[src/hw/cantxb_pkg.sv]
// transmit buffer element package: layout, config fields, register map
// assumes nothing beyond a systemverilog package scope
package cantxb_pkg;
  // element word 0
  localparam int T0_ESI_BIT  = 31;
  localparam int T0_XTD_BIT  = 30;
  localparam int T0_RTR_BIT  = 29;
  localparam int T0_ID_MSB   = 28;
  localparam int T0_STD_LSB  = 18;
  // element word 1
  localparam int T1_MM_MSB   = 31;
  localparam int T1_MM_LSB   = 24;
  localparam int T1_EFC_BIT  = 23;
  localparam int T1_FDF_BIT  = 21;
  localparam int T1_BRS_BIT  = 20;
  localparam int T1_DLC_MSB  = 19;
  localparam int T1_DLC_LSB  = 16;
  localparam int HDR_WORDS   = 2;
  localparam int MAX_DATA    = 64;
  // register byte addresses
  localparam logic [7:0] REG_BUF_CFG  = 8'h00;
  localparam logic [7:0] REG_ESZ_CFG  = 8'h04;
  localparam logic [7:0] REG_CTRL     = 8'h08;
  localparam logic [7:0] REG_STATUS   = 8'h0c;
  localparam logic [7:0] REG_EVENT    = 8'h10;
  localparam logic [7:0] REG_MEM_BASE = 8'h80;
  // buf cfg fields
  localparam int CFG_DED_LSB  = 0;
  localparam int CFG_FQS_LSB  = 8;
  localparam int CFG_W        = 6;
  // ctrl bits
  localparam int CTRL_FD_OPERATION_ENABLE    = 0;
  localparam int CTRL_START   = 1;
  localparam int CTRL_IDX_LSB = 8;
  // status bits
  localparam int ST_BUSY      = 0;
  localparam int ST_DED       = 1;
  localparam int ST_ERRP      = 2;
  localparam int ST_EVT       = 3;
  localparam int ST_BAD       = 4;
  localparam logic [1:0] RESP_OKAY   = 2'b00;
  localparam logic [1:0] RESP_SLVERR = 2'b10;
  typedef enum logic [1:0] {
    CTB_IDLE = 2'b00,
    CTB_HDR0 = 2'b01,
    CTB_HDR1 = 2'b10,
    CTB_DATA = 2'b11
  } cantxb_state_t;
  // data bytes carried by a data length code
  function automatic logic [6:0] cantxb_dlc_bytes(input logic [3:0] dlc, input logic fd);
    logic [6:0] n;
    n = 7'h00;
    if (dlc <= 4'h8 || !fd) begin
      n = (dlc > 4'h8) ? 7'h08 : {3'h0, dlc};
    end else begin
      case (dlc)
        4'h9: n = 7'h0c;
        4'ha: n = 7'h10;
        4'hb: n = 7'h14;
        4'hc: n = 7'h18;
        4'hd: n = 7'h20;
        4'he: n = 7'h30;
        default: n = 7'h40;
      endcase
    end
    return n;
  endfunction : cantxb_dlc_bytes
  // data words of an element for a configured data field size code
  function automatic logic [4:0] cantxb_esz_words(input logic [2:0] esz);
    logic [4:0] w;
    w = 5'h00;
    case (esz)
      3'h0: w = 5'h02;
      3'h1: w = 5'h03;
      3'h2: w = 5'h04;
      3'h3: w = 5'h05;
      3'h4: w = 5'h06;
      3'h5: w = 5'h08;
      3'h6: w = 5'h0c;
      default: w = 5'h10;
    endcase
    return w;
  endfunction : cantxb_esz_words
endpackage : cantxb_pkg

[src/hw/cantxb_mem.sv]
// small message memory, one write port, one registered read port
// assumes single clock, synchronous use only
`timescale 1ns/1ps
module cantxb_mem #(
  parameter int DEPTH = 256,
  parameter int AW    = 8
) (
  input  wire logic          aclk,
  input  wire logic          we,
  input  wire logic [AW-1:0] waddr,
  input  wire logic [31:0]   wdata,
  input  wire logic [3:0]    wstrb,
  input  wire logic [AW-1:0] raddr,
  output logic      [31:0]   rdata
);
  initial begin
    if (DEPTH > (1 << AW)) $error("depth exceeds address width");
  end
  logic [31:0] mem [DEPTH];
  always_ff @(posedge aclk) begin
    if (we) begin
      for (int b = 0; b < 4; b++) begin
        if (wstrb[b]) mem[waddr][8*b +: 8] <= wdata[8*b +: 8];
      end
    end
    rdata <= mem[raddr];
  end
endmodule : cantxb_mem

[src/hw/cantxb_top.sv]
// transmit buffer element handler: axi4-lite registers and element memory,
// parses a chosen element and streams the frame fields to the protocol engine
// assumes one 20 mhz clock, engine signals synchronous to it
//
// How it works
// - dedicated buffers sit first in the area and fifo/queue buffers follow them.
// - a buffer is classed dedicated or fifo/queue from the dedicated count alone.
// - element size is set by a size field so an element can carry 64 data bytes.
// - word 0 gives the error state control at bit 31 and the identifier at bits 28:0.
// - the sent fd esi bit is the element esi or-ed with the error passive flag.
// - bit 30 of word 0 picks an 11-bit standard or a 29-bit extended identifier.
// - bit 29 of word 0 picks a data frame when 0 and a remote frame when 1.
// - a remote frame is always sent in classic format even with fd enabled.
// - the marker in word 1 bits 31:24 is copied into the transmit event entry.
//
// Our own choices: the AXI4-Lite slave port and the placing of the registers.
`timescale 1ns/1ps
module cantxb_top
  import cantxb_pkg::*;
#(
  parameter int MEM_WORDS = 128,
  parameter int MEM_AW    = 7
) (
  input  wire logic        aclk,
  input  wire logic        aresetn,
  input  wire logic [7:0]  s_axi_awaddr,
  input  wire logic        s_axi_awvalid,
  output logic             s_axi_awready,
  input  wire logic [31:0] s_axi_wdata,
  input  wire logic [3:0]  s_axi_wstrb,
  input  wire logic        s_axi_wvalid,
  output logic             s_axi_wready,
  output logic [1:0]       s_axi_bresp,
  output logic             s_axi_bvalid,
  input  wire logic        s_axi_bready,
  input  wire logic [8:0]  s_axi_araddr,
  input  wire logic        s_axi_arvalid,
  output logic             s_axi_arready,
  output logic [31:0]      s_axi_rdata,
  output logic [1:0]       s_axi_rresp,
  output logic             s_axi_rvalid,
  input  wire logic        s_axi_rready,
  input  wire logic        error_passive,
  output logic             frm_valid,
  input  wire logic        frm_ready,
  output logic [28:0]      frm_id,
  output logic             frm_ext,
  output logic             frm_remote,
  output logic             frm_fd,
  output logic             frm_brs,
  output logic             frm_esi,
  output logic [3:0]       frm_dlc,
  output logic             dat_valid,
  input  wire logic        dat_ready,
  output logic [7:0]       dat_byte,
  output logic             dat_last,
  output logic             evt_valid,
  output logic [7:0]       evt_marker
);
  initial begin
    if (MEM_WORDS > (1 << MEM_AW) || MEM_WORDS < 16) $error("bad memory size");
  end
  // register state
  logic [CFG_W-1:0] ded_count;
  logic [CFG_W-1:0] fq_size;
  logic [2:0]       esz;
  logic             fd_operation_enable;
  logic [5:0]       sel_idx;
  logic             bad_sel;
  logic             evt_seen;
  logic             is_ded;
  cantxb_state_t    state;
  // element working copy
  logic [31:0]      w0;
  logic [6:0]       nbytes;
  logic [6:0]       bcnt;
  logic [MEM_AW-1:0] rd_ptr;
  logic [31:0]      mem_rdata;
  logic             dat_word_ok;
  // axi write capture
  logic             aw_held;
  logic             w_held;
  logic [7:0]       aw_q;
  logic [31:0]      w_q;
  logic [3:0]       ws_q;
  wire              aw_take   = s_axi_awvalid && s_axi_awready;
  wire              w_take    = s_axi_wvalid && s_axi_wready;
  wire              wr_go     = aw_held && w_held && !s_axi_bvalid;
  wire              wr_mem    = wr_go && aw_q[7];
  wire              wr_cfg    = wr_go && (aw_q == REG_BUF_CFG);
  wire              wr_esz    = wr_go && (aw_q == REG_ESZ_CFG);
  wire              wr_ctrl   = wr_go && (aw_q == REG_CTRL);
  wire              wr_evt    = wr_go && (aw_q == REG_EVENT);
  wire              wr_known  = wr_mem || wr_cfg || wr_esz || wr_ctrl || wr_evt;
  wire              start_req = wr_ctrl && w_q[CTRL_START] && state == CTB_IDLE;
  wire [5:0]        req_idx   = w_q[CTRL_IDX_LSB +: 6];
  wire [6:0]        area_bufs = {1'b0, ded_count} + {1'b0, fq_size};
  // element words: two header words plus the configured data words
  wire [4:0]        elem_w    = cantxb_esz_words(esz) + 5'(HDR_WORDS);
  // dedicated buffers first, fifo/queue after
  wire              req_ded   = req_idx < ded_count;
  wire              req_ok    = {1'b0, req_idx} < area_bufs;
  wire [11:0]       elem_base = 12'(req_idx) * 12'(elem_w);
  wire              base_fit  = (elem_base + 12'(elem_w)) <= 12'(MEM_WORDS);
  wire              mem_rd_sel = (state == CTB_IDLE) && !s_axi_rvalid;
  wire [MEM_AW-1:0] rd_addr   = mem_rd_sel ? MEM_AW'(s_axi_araddr[6:2]) : rd_ptr;
  wire [7:0]        cur_byte  = mem_rdata[8*bcnt[1:0] +: 8];
  wire              dat_fire  = dat_valid && dat_ready;
  wire              frm_fire  = frm_valid && frm_ready;
  wire              byte_fit  = nbytes <= 7'({elem_w - 5'(HDR_WORDS), 2'b00});
  cantxb_mem #(.DEPTH(MEM_WORDS), .AW(MEM_AW)) u_mem (
    .aclk  (aclk),
    .we    (wr_mem),
    .waddr (MEM_AW'(aw_q[6:2])),
    .wdata (w_q),
    .wstrb (ws_q),
    .raddr (rd_addr),
    .rdata (mem_rdata)
  );
  always_ff @(posedge aclk) begin
    if (!aresetn) begin
      aw_held <= 1'b0;
      w_held <= 1'b0;
      aw_q <= 8'h00;
      w_q <= 32'h0000_0000;
      ws_q <= 4'h0;
      s_axi_awready <= 1'b0;
      s_axi_wready <= 1'b0;
      s_axi_bvalid <= 1'b0;
      s_axi_bresp <= RESP_OKAY;
    end else begin
      s_axi_awready <= !aw_held && !aw_take;
      s_axi_wready <= !w_held && !w_take;
      if (aw_take) begin
        aw_held <= 1'b1;
        aw_q <= s_axi_awaddr;
      end
      if (w_take) begin
        w_held <= 1'b1;
        w_q <= s_axi_wdata;
        ws_q <= s_axi_wstrb;
      end
      if (wr_go) begin
        aw_held <= 1'b0;
        w_held <= 1'b0;
        s_axi_bvalid <= 1'b1;
        s_axi_bresp <= wr_known ? RESP_OKAY : RESP_SLVERR;
      end else if (s_axi_bvalid && s_axi_bready) begin
        s_axi_bvalid <= 1'b0;
      end
    end
  end
  // read path: memory reads are one cycle late, registers ride along
  logic        rd_pend;
  logic [8:0]  ar_q;
  wire         ar_take = s_axi_arvalid && s_axi_arready;
  wire [31:0]  status_w = {27'h0, bad_sel, evt_seen, error_passive, is_ded,
                           state != CTB_IDLE};
  wire [31:0]  reg_rd =
    (ar_q[7:0] == REG_BUF_CFG) ? {18'h0, fq_size, 2'b00, ded_count} :
    (ar_q[7:0] == REG_ESZ_CFG) ? {29'h0, esz} :
    (ar_q[7:0] == REG_CTRL)    ? {18'h0, sel_idx, 7'h00, fd_operation_enable} :
    (ar_q[7:0] == REG_STATUS)  ? status_w :
    (ar_q[7:0] == REG_EVENT)   ? {24'h0, evt_marker} : 32'h0000_0000;
  wire         rd_known = ar_q[7] || (ar_q[7:0] <= REG_EVENT);
  wire         rd_ok    = rd_known && !ar_q[8];
  always_ff @(posedge aclk) begin
    if (!aresetn) begin
      s_axi_arready <= 1'b0;
      rd_pend <= 1'b0;
      ar_q <= 9'h000;
      s_axi_rvalid <= 1'b0;
      s_axi_rdata <= 32'h0000_0000;
      s_axi_rresp <= RESP_OKAY;
    end else begin
      s_axi_arready <= mem_rd_sel && !rd_pend && !ar_take;
      if (ar_take) begin
        rd_pend <= 1'b1;
        ar_q <= s_axi_araddr;
      end else if (rd_pend) begin
        rd_pend <= 1'b0;
        s_axi_rvalid <= 1'b1;
        s_axi_rdata <= !rd_ok ? 32'h0000_0000 : ar_q[7] ? mem_rdata : reg_rd;
        s_axi_rresp <= rd_ok ? RESP_OKAY : RESP_SLVERR;
      end else if (s_axi_rvalid && s_axi_rready) begin
        s_axi_rvalid <= 1'b0;
      end
    end
  end
  // configuration and status registers
  always_ff @(posedge aclk) begin
    if (!aresetn) begin
      ded_count <= '0;
      fq_size <= '0;
      esz <= 3'h0;
      fd_operation_enable <= 1'b0;
      sel_idx <= 6'h00;
      bad_sel <= 1'b0;
      is_ded <= 1'b0;
      evt_seen <= 1'b0;
    end else begin
      if (wr_cfg) begin
        ded_count <= w_q[CFG_DED_LSB +: CFG_W];
        fq_size <= w_q[CFG_FQS_LSB +: CFG_W];
      end
      if (wr_esz) esz <= w_q[2:0];
      if (wr_ctrl) begin
        fd_operation_enable <= w_q[CTRL_FD_OPERATION_ENABLE];
        sel_idx <= req_idx;
      end
      if (start_req) begin
        bad_sel <= !(req_ok && base_fit);
        is_ded <= req_ded;
      end
      // new event wins over a software clear
      if (evt_valid) evt_seen <= 1'b1;
      else if (wr_evt) evt_seen <= 1'b0;
    end
  end
  // element walk
  always_ff @(posedge aclk) begin
    if (!aresetn) begin
      state <= CTB_IDLE;
      rd_ptr <= '0;
      w0 <= 32'h0000_0000;
      nbytes <= 7'h00;
      bcnt <= 7'h00;
      dat_word_ok <= 1'b0;
      frm_valid <= 1'b0;
      frm_id <= 29'h0;
      frm_ext <= 1'b0;
      frm_remote <= 1'b0;
      frm_fd <= 1'b0;
      frm_brs <= 1'b0;
      frm_esi <= 1'b0;
      frm_dlc <= 4'h0;
      dat_valid <= 1'b0;
      dat_byte <= 8'h00;
      dat_last <= 1'b0;
      evt_valid <= 1'b0;
      evt_marker <= 8'h00;
    end else begin
      evt_valid <= 1'b0;
      case (state)
        CTB_IDLE: begin
          if (start_req && req_ok && base_fit) begin
            rd_ptr <= MEM_AW'(elem_base);
            state <= CTB_HDR0;
          end
        end
        CTB_HDR0: begin
          rd_ptr <= rd_ptr + MEM_AW'(1);
          state <= CTB_HDR1;
        end
        CTB_HDR1: begin
          if (!frm_valid && !dat_valid && w0 == 32'h0 && bcnt == 7'h00) begin
            w0 <= mem_rdata;
            rd_ptr <= rd_ptr + MEM_AW'(1);
            bcnt <= 7'h01;
          end else if (!frm_valid && bcnt == 7'h01) begin
            frm_valid <= 1'b1;
            frm_ext <= w0[T0_XTD_BIT];
            // standard id lives in 28:18
            frm_id <= w0[T0_XTD_BIT] ? w0[T0_ID_MSB:0] :
                      {18'h0, w0[T0_ID_MSB:T0_STD_LSB]};
            frm_remote <= w0[T0_RTR_BIT];
            frm_fd <= fd_operation_enable && mem_rdata[T1_FDF_BIT] && !w0[T0_RTR_BIT];
            frm_brs <= fd_operation_enable && mem_rdata[T1_BRS_BIT] && !w0[T0_RTR_BIT];
            frm_esi <= w0[T0_ESI_BIT] | error_passive;
            frm_dlc <= mem_rdata[T1_DLC_MSB:T1_DLC_LSB];
            evt_marker <= mem_rdata[T1_MM_MSB:T1_MM_LSB];
            dat_last <= mem_rdata[T1_EFC_BIT];
            nbytes <= w0[T0_RTR_BIT] ? 7'h00 :
                      cantxb_dlc_bytes(mem_rdata[T1_DLC_MSB:T1_DLC_LSB],
                                       fd_operation_enable && mem_rdata[T1_FDF_BIT]);
          end else if (frm_fire) begin
            frm_valid <= 1'b0;
            bcnt <= 7'h00;
            dat_word_ok <= 1'b0;
            // dat_last carried the event request during the header
            if (dat_last) evt_valid <= 1'b1;
            dat_last <= 1'b0;
            if (nbytes == 7'h00 || !byte_fit) begin
              state <= CTB_IDLE;
              w0 <= 32'h0;
            end else begin
              state <= CTB_DATA;
            end
          end
        end
        default: begin
          if (!dat_word_ok) begin
            dat_word_ok <= 1'b1;
          end else if (!dat_valid || dat_fire) begin
            if (dat_fire && bcnt == nbytes) begin
              dat_valid <= 1'b0;
              state <= CTB_IDLE;
              w0 <= 32'h0;
              bcnt <= 7'h00;
            end else if (dat_fire && bcnt[1:0] == 2'b00) begin
              dat_valid <= 1'b0;
              dat_word_ok <= 1'b0;
              rd_ptr <= rd_ptr + MEM_AW'(1);
            end else begin
              dat_valid <= 1'b1;
              dat_byte <= cur_byte;
              dat_last <= (bcnt + 7'h01) == nbytes;
              bcnt <= bcnt + 7'h01;
            end
          end
        end
      endcase
    end
  end
endmodule : cantxb_top

[config.mk]
export PLATFORM = sky130hd
export DESIGN_NAME = cantxb_top
export DESIGN_NICKNAME = d
export VERILOG_FILES = /design/src/hw/cantxb_pkg.sv /design/src/hw/cantxb_mem.sv /design/src/hw/cantxb_top.sv
export SDC_FILE = /design/constraint.sdc
export NUM_CORES = 2
export LEC_CHECK = 0
export BUFFER_PORTS_ARGS = -buffer_cell sky130_fd_sc_hd__buf_2
export CAP_MARGIN = 20
export CORE_UTILIZATION = 45
export CTS_BUF_LIST = sky130_fd_sc_hd__clkbuf_8
export CTS_CLUSTER_DIAMETER = 150
export DETAILED_ROUTE_END_ITERATION = 10
export PLACE_DENSITY_LB_ADDON = 0.12
export SETUP_SLACK_MARGIN = 0.3
export SLEW_MARGIN = 20
export SYNTH_ARGS = -nofsm -noshare
export SYNTH_HDL_FRONTEND = slang
export SYNTH_SLANG_ARGS = --single-unit
export TNS_END_PERCENT = 100
[constraint.sdc]
create_clock -name aclk -period 17.4 [get_ports aclk]
set_clock_uncertainty 0.05 [all_clocks]
set_input_delay 3.48 -clock aclk [delete_from_list [all_inputs] [get_ports aclk]]
set_output_delay 3.48 -clock aclk [all_outputs]
set_load 0.05 [all_outputs]
# Word-level counts from Yosys, hierarchy flattened
# Memories as Yosys holds them, arrays and structs flattened. A register that Yosys moved wholly into a read port is not among the register bits.
# Cells that the tools add are included.
[word_totals]
reg_bits = 236
n_memories = 1
ramBits = 4096
wordCells = 284
in_bits = 63
[memory_table]
columns = ["memory", "words", "width", "rd", "rd_clocked_by_memory_dff", "write_ports", "line_no", "text"]
rows = [
  ["u_mem.mem", 128, 32, 1, 1, 1, "cantxb_mem.sv:19", "logic [31:0] mem [DEPTH];"],
]
[classes]
eq_ne = 37
n_addsub = 6
muxes = 85
shifts = 1
magnitude_cmp = 7
multipliers = 1
bitwise_logic = 10
reduce_logical = 94
[op_table]
columns = ["operator", "n"]
rows = [
  ["$mux W32", 9],
  ["$mux W7", 16],
  ["$pmux W32 S2", 1],
  ["$mux W14", 3],
  ["$pmux W7 S6", 1],
  ["$logic_and A1 B1 Y1", 35],
  ["$mux W1", 35],
  ["$pmux W5 S7", 1],
  ["$logic_not A32 Y1", 1],
  ["$shiftx A32 B6 Y8", 1],
  ["$mux W29", 1],
  ["$eq A4 B4 Y1 const B", 6],
  ["$eq A8 B4 Y1 const B", 3],
  ["$pmux W7 S3", 1],
  ["$reduce_and A7 Y1", 3],
  ["$mux W2", 10],
  ["$eq A8 B3 Y1 const B", 2],
  ["$eq A8 B5 Y1 const B", 2],
  ["$logic_not A8 Y1", 2],
  ["$mux W8", 2],
  ["$reduce_bool A2 Y1", 8],
  ["$reduce_bool A4 Y1", 4],
  ["$logic_not A1 Y1", 15],
  ["$add A7 B1 Y7 const B", 2],
  ["other kinds (42)", 77],
]

# Longest topological paths before layout
[depth]
word_depth = 12
depth_mapped = 24
depth_no_buf = 23

# By module
# Synthesis repeated with hierarchy kept, for this count alone.
[hier_totals]
cells_unflattened = 7985
hier_area_um2 = 170041.8
[by_module_without_submodules]
columns = ["module", "area_each_um2", "instances", "cells_each"]
rows = [
  ["cantxb_mem", 158359.4, 1, 6552],
  ["cantxb_top", 11682.5, 1, 1433],
]

# Worst setup path before layout
# Ideal clock, no wire load.
[synth_path]
kind = "register to register"
start = "register esz[2]"
end = "register rd_ptr[3]"
setup_time_ps = 95
stages_incl_launch_ff = 24
t_arrival_ps = 5691
n_path_buf = 1
setup_slack_ps = 11564
path_cell_list = "dfxtp_1 clkbuf_1 nand2_1 nand2_1 inv_1 ha_1 xnor2_1 nand2_1 fa_1 fa_1 fa_1 inv_1 ha_1 xor2_1 inv_1 ha_1 o21ai_0 a21oi_1 o221ai_1 o311a_1 o32a_1 a2111oi_4 mux2i_1 a221oi_1"
[synth_via]
elab_chain_len = 9
elab_cells_between_ends = 17
classes_between = "add/sub: 2; mul: 1; order compare: 1; eq/ne: 7; mux: 3; reduce/logical: 3"
[synth_lines]
columns = ["item", "line_no", "text"]
rows = [
  ["start, declared", "cantxb_top.sv:66", "logic [2:0] esz;"],
  ["start signal, assigned", "cantxb_top.sv:206", "if (wr_esz) esz <= w_q[2:0];"],
  ["$eq A3 B3 Y1, or another cell as far along", "cantxb_pkg.sv:72", "case (esz)"],
  ["$pmux W5 S7 (*)", "cantxb_pkg.sv:72", ""],
  ["$add A5 B2 Y5 (*)", "cantxb_top.sv:99", "wire [4:0] elem_w = cantxb_esz_words(esz) + 5'(HDR_WORDS);"],
  ["$mul A6 B5 Y11", "cantxb_top.sv:103", "wire [11:0] elem_base = 12'(req_idx) * 12'(elem_w);"],
  ["$add A11 B5 Y12", "cantxb_top.sv:104", "wire base_fit = (elem_base + 12'(elem_w)) <= 12'(MEM_WORDS);"],
  ["$le A12 B8 Y1", "cantxb_top.sv:104", ""],
  ["$logic_and A1 B1 Y1", "cantxb_top.sv:246", "if (start_req && req_ok && base_fit) begin"],
  ["$ne A2 B1 Y1 (no source line)", "n/a", ""],
  ["$reduce_and A6 Y1 (no source line)", "n/a", ""],
  ["end signal, assigned", "cantxb_top.sv:247", "rd_ptr <= MEM_AW'(elem_base);"],
  ["end signal, assigned", "cantxb_top.sv:252", "rd_ptr <= rd_ptr + MEM_AW'(1);"],
  ["end signal, assigned", "cantxb_top.sv:258", "rd_ptr <= rd_ptr + MEM_AW'(1);"],
  ["end, declared", "cantxb_top.sv:77", "logic [MEM_AW-1:0] rd_ptr;"],
]
# Mark *: on every way between the ends. The rest lies on a longest branch, timed or not. The select of a mux whose other input is x is not followed.
# A chain may end at the register's enable or synchronous reset.

# Worst setup path after layout
[layout_path]
start = "input port s_axi_araddr[2]"
end = "register u_mem.rdata[18], read port of u_mem.mem"
[layout_via]
elab_chain_len = 1
[layout_lines]
columns = ["item", "line_no", "text"]
rows = [
  ["start, declared", "cantxb_top.sv:36", "input wire logic [8:0] s_axi_araddr,"],
  ["$mux W7", "cantxb_top.sv:106", "wire [MEM_AW-1:0] rd_addr = mem_rd_sel ? MEM_AW'(s_axi_araddr[6:2]) : rd_ptr;"],
  ["end, declared", "cantxb_mem.sv:14", "output logic [31:0] rdata"],
]
# Every way passes these cells.

==> metrics <==
run status=finished, violations left; failing checks=DRC; Setup crit end kind=flop; WL met1=between 60000 and 70000 um; drt pass-1 iters=9; Slew Viols, Final=0; flops & latches, synth=approximately 1300; Vias=approximately 31000; setup bufs post-CTS=0; post-synth top area cell=edfxtp_1; clock root cell=clkbuf_8; routability cong.=roughly 0.83; met2 WL=66700 um; max cap viols=0; Async SR Flop Fraction=0%; clock-pin transition on the worst setup and hold timing paths=about 0.060 ns; Critical Path AT=7.90 ns; DR WL/cell=between 20 and 30 um; vias in the first global route=30700; crit start category=input pin; Post-CTS Resized=0; hold path start=frm_id[18]; largest net degree at the start of global routing=101; Synth Flop Type=edfxtp_1; post-route cell area=58500 sq um; P_leak=roughly 19 nW; drt drc=60; Post-Syn Instances=around 3500; fin crit period=7.24 ns; dpl hpwl=roughly 90000 um; synthesis-to-layout area growth=12.2%; Post-synth EDFFs=approximately 1000; Achievable Freq=0.138 GHz; library cells used by synthesis=72; initial antenna violation count=4; # port buffers=approximately 160; Placement Cell Area=54600 sq um; Syn. warnings=0; die height=342 um; uppermost routed layer=met4; Reg2Reg Setup Slack=~10 ns; Cell Rows=124; Post-CTS Hold Buffers=0; post-synthesis sequential area ratio=between 60 and 70%; CTS Buffer Depth=3; Final Hold Viols=0; Slew @ Worst Pin=~1.1 ns; clk_lat worst skew=between 0.8 and 0.9 ns; CTS buffer count=between 200 and 250; Avg Cell Area, Syn=14.7 sq um; Crit. Startpoint=s_axi_araddr[2]; Via density=5.70; DR iter-0 viols=3032; Worst Hold Class=reg2reg; top-area cell type share of the netlist area=approximately three fifths; VDD IR-drop max=roughly 0.076 mV; met3 WL=9980 um; WS Path Type=in2reg; Power Density=about 130 nW/um^2; critical path required time=18.06 ns; CTS tree=yes; CORE AREA=115000 sq um; Tot Pwr=around 7.3 mW; drt total wl=approximately 140000 um; DP Cell Count=between 5000 and 6000; Die X=342 um; period utilization=41.6%; gr usage total=24.6%; H-tree Lvls=4; share of cells above drive strength 1=20.3%; Worst slew margin=about a quarter; final cell count without fillers=5437; total die area=117000 sq um; total gr overflow=0; setup violators final=0; clk sink count=1288; starting density of the core=around 45%; Synth area leaders=edfxtp_1, mux4_2, dfxtp_1; RSZ-0062 raised after global routing=no; I/O Pins=between 150 and 200; Nets=3882; first-pass GRT wire length=210000 um; r2r startpoint=esz[2]; post-route antenna net violation count=0; crit path max fanout=100; setup TNS=0 ns; Synth Cell Area=52100 sq um
-- cell type report --
| class | instances | area, sq um |
|---|---|---|
| antenna | 3 | 7.51 |
| clock buffer | 232 | 3190 |
| clock inverter | 147 | 698 |
| fill | 9783 | 56200 |
| inverter | 49 | 191 |
| multi-input combinational | 1981 | 15200 |
| sequential | 1288 | 36000 |
| tap | 1512 | 1890 |
| timing repair buffer | 225 | 1310 |
-- power breakdown --
part	switching (mW)	internal [mW]	total [mW]
Sequential	0.189	3.37	3.56
Combinational	0.782	0.518	1.30
Clock	1.21	1.25	2.46
-- path summary, 6_finish.rpt --
path              cells after the start         endpoint
setup / recovery                     11  u_mem.rdata[18]
hold / removal                        2       frm_id[18]
setup reg to reg                     22        rd_ptr[4]
hold reg to reg                       2       frm_id[18]
-- per-stage QoR --
step | hold slack (ns) | util (%) | worst slack [ns]
detailed placement | 0.392 | 47.6 | 9.06
floorplan | 0.375 | - | 11.56
global placement | 0.387 | 47.6 | 9.11
CTS | 0.401 | 51.0 | 10.02
global route | 0.411 | 51.0 | 9.72
finish | 0.398 | 51.0 | 10.16
-- state kept, by name, indices dropped and copies added, names as in the netlist, 2 cells and up --
name and flops:
ar_q 9, aw_q 8, bcnt 7, dat_byte 8
ded_count 6, esz 3, evt_marker 8, fq_size 6
frm_dlc 4, frm_id 29, nbytes 7, rd_ptr 5
s_axi_rdata 32, sel_idx 6, state 2, u_mem.mem 1024
u_mem.rdata 32, w0 32, w_q 32, ws_q 4
-- worst max-delay path, stage by stage --
cell	delay, ns
buf_2	0.12
mux2i_4	0.12
buf_4	0.61
buf_12	0.68
buf_4	0.76
buf_4	0.84
mux4_2	0.60
nand2_1	0.08
nand3_1	0.10
nand3_1	0.16
o21ai_0	0.12
-- metal layers --
layer | track usage, % | vias up
li1 | - | 13800
met1 | 35.6 | 15900
met2 | 38.3 | 1148
met3 | 4.44 | 189
met4 | 6.75 | 0
met5 | 0 | -
-- Yosys cell counts (7+ instances only) --
cell type / number
a22oi_1: 26
nand4_1: 9
fa_1: 14
nor2_1: 259
clkbuf_1: 161
ha_1: 54
inv_1: 49
o21ai_0: 54
dfxtp_1: 264
buf_1: 49
mux4_2: 264
and3_1: 10
xnor2_1: 11
o31ai_1: 7
nand2_1: 586
nor2b_1: 10
xor2_1: 21
o21a_1: 7
nor3_1: 19
nand3_1: 246
and2_1: 19
nor4_1: 16
nand2b_1: 10
a21oi_1: 173
edfxtp_1: 1024
mux2i_1: 47
a211oi_1: 19
-- cell usage in the layout, fill, tap and decap left out, types with 126 or more instances in the layout --
cell type,n
buf_2,159
inv_1,126
edfxtp_1,1024
nor2_1,256
mux4_2,264
nand3_1,246
dfxtp_1,253
a21oi_1,173
clkbuf_8,232
nand2_1,585
-- logic make-up (layout without fill, tap and decap cells) --
| family | Yosys count | after routing | synth area share, % |
|---|---|---|---|
| buffers and inverters | 270 | 653 | 2.01 |
| AOI/OAI and AO/OA | 341 | 341 | 3.97 |
| and+or+nand+nor | 1222 | 1222 | 10.1 |
| muxes | 316 | 316 | 12.4 |
| DFF | 1288 | 1288 | 69.1 |
| other | 1 | 5 | 0.00719 |
| adders and majority gates | 68 | 68 | 1.83 |
| xor gates and xnor gates | 32 | 32 | 0.538 |
No activity file was read; power rests on OpenSTA's default activity.
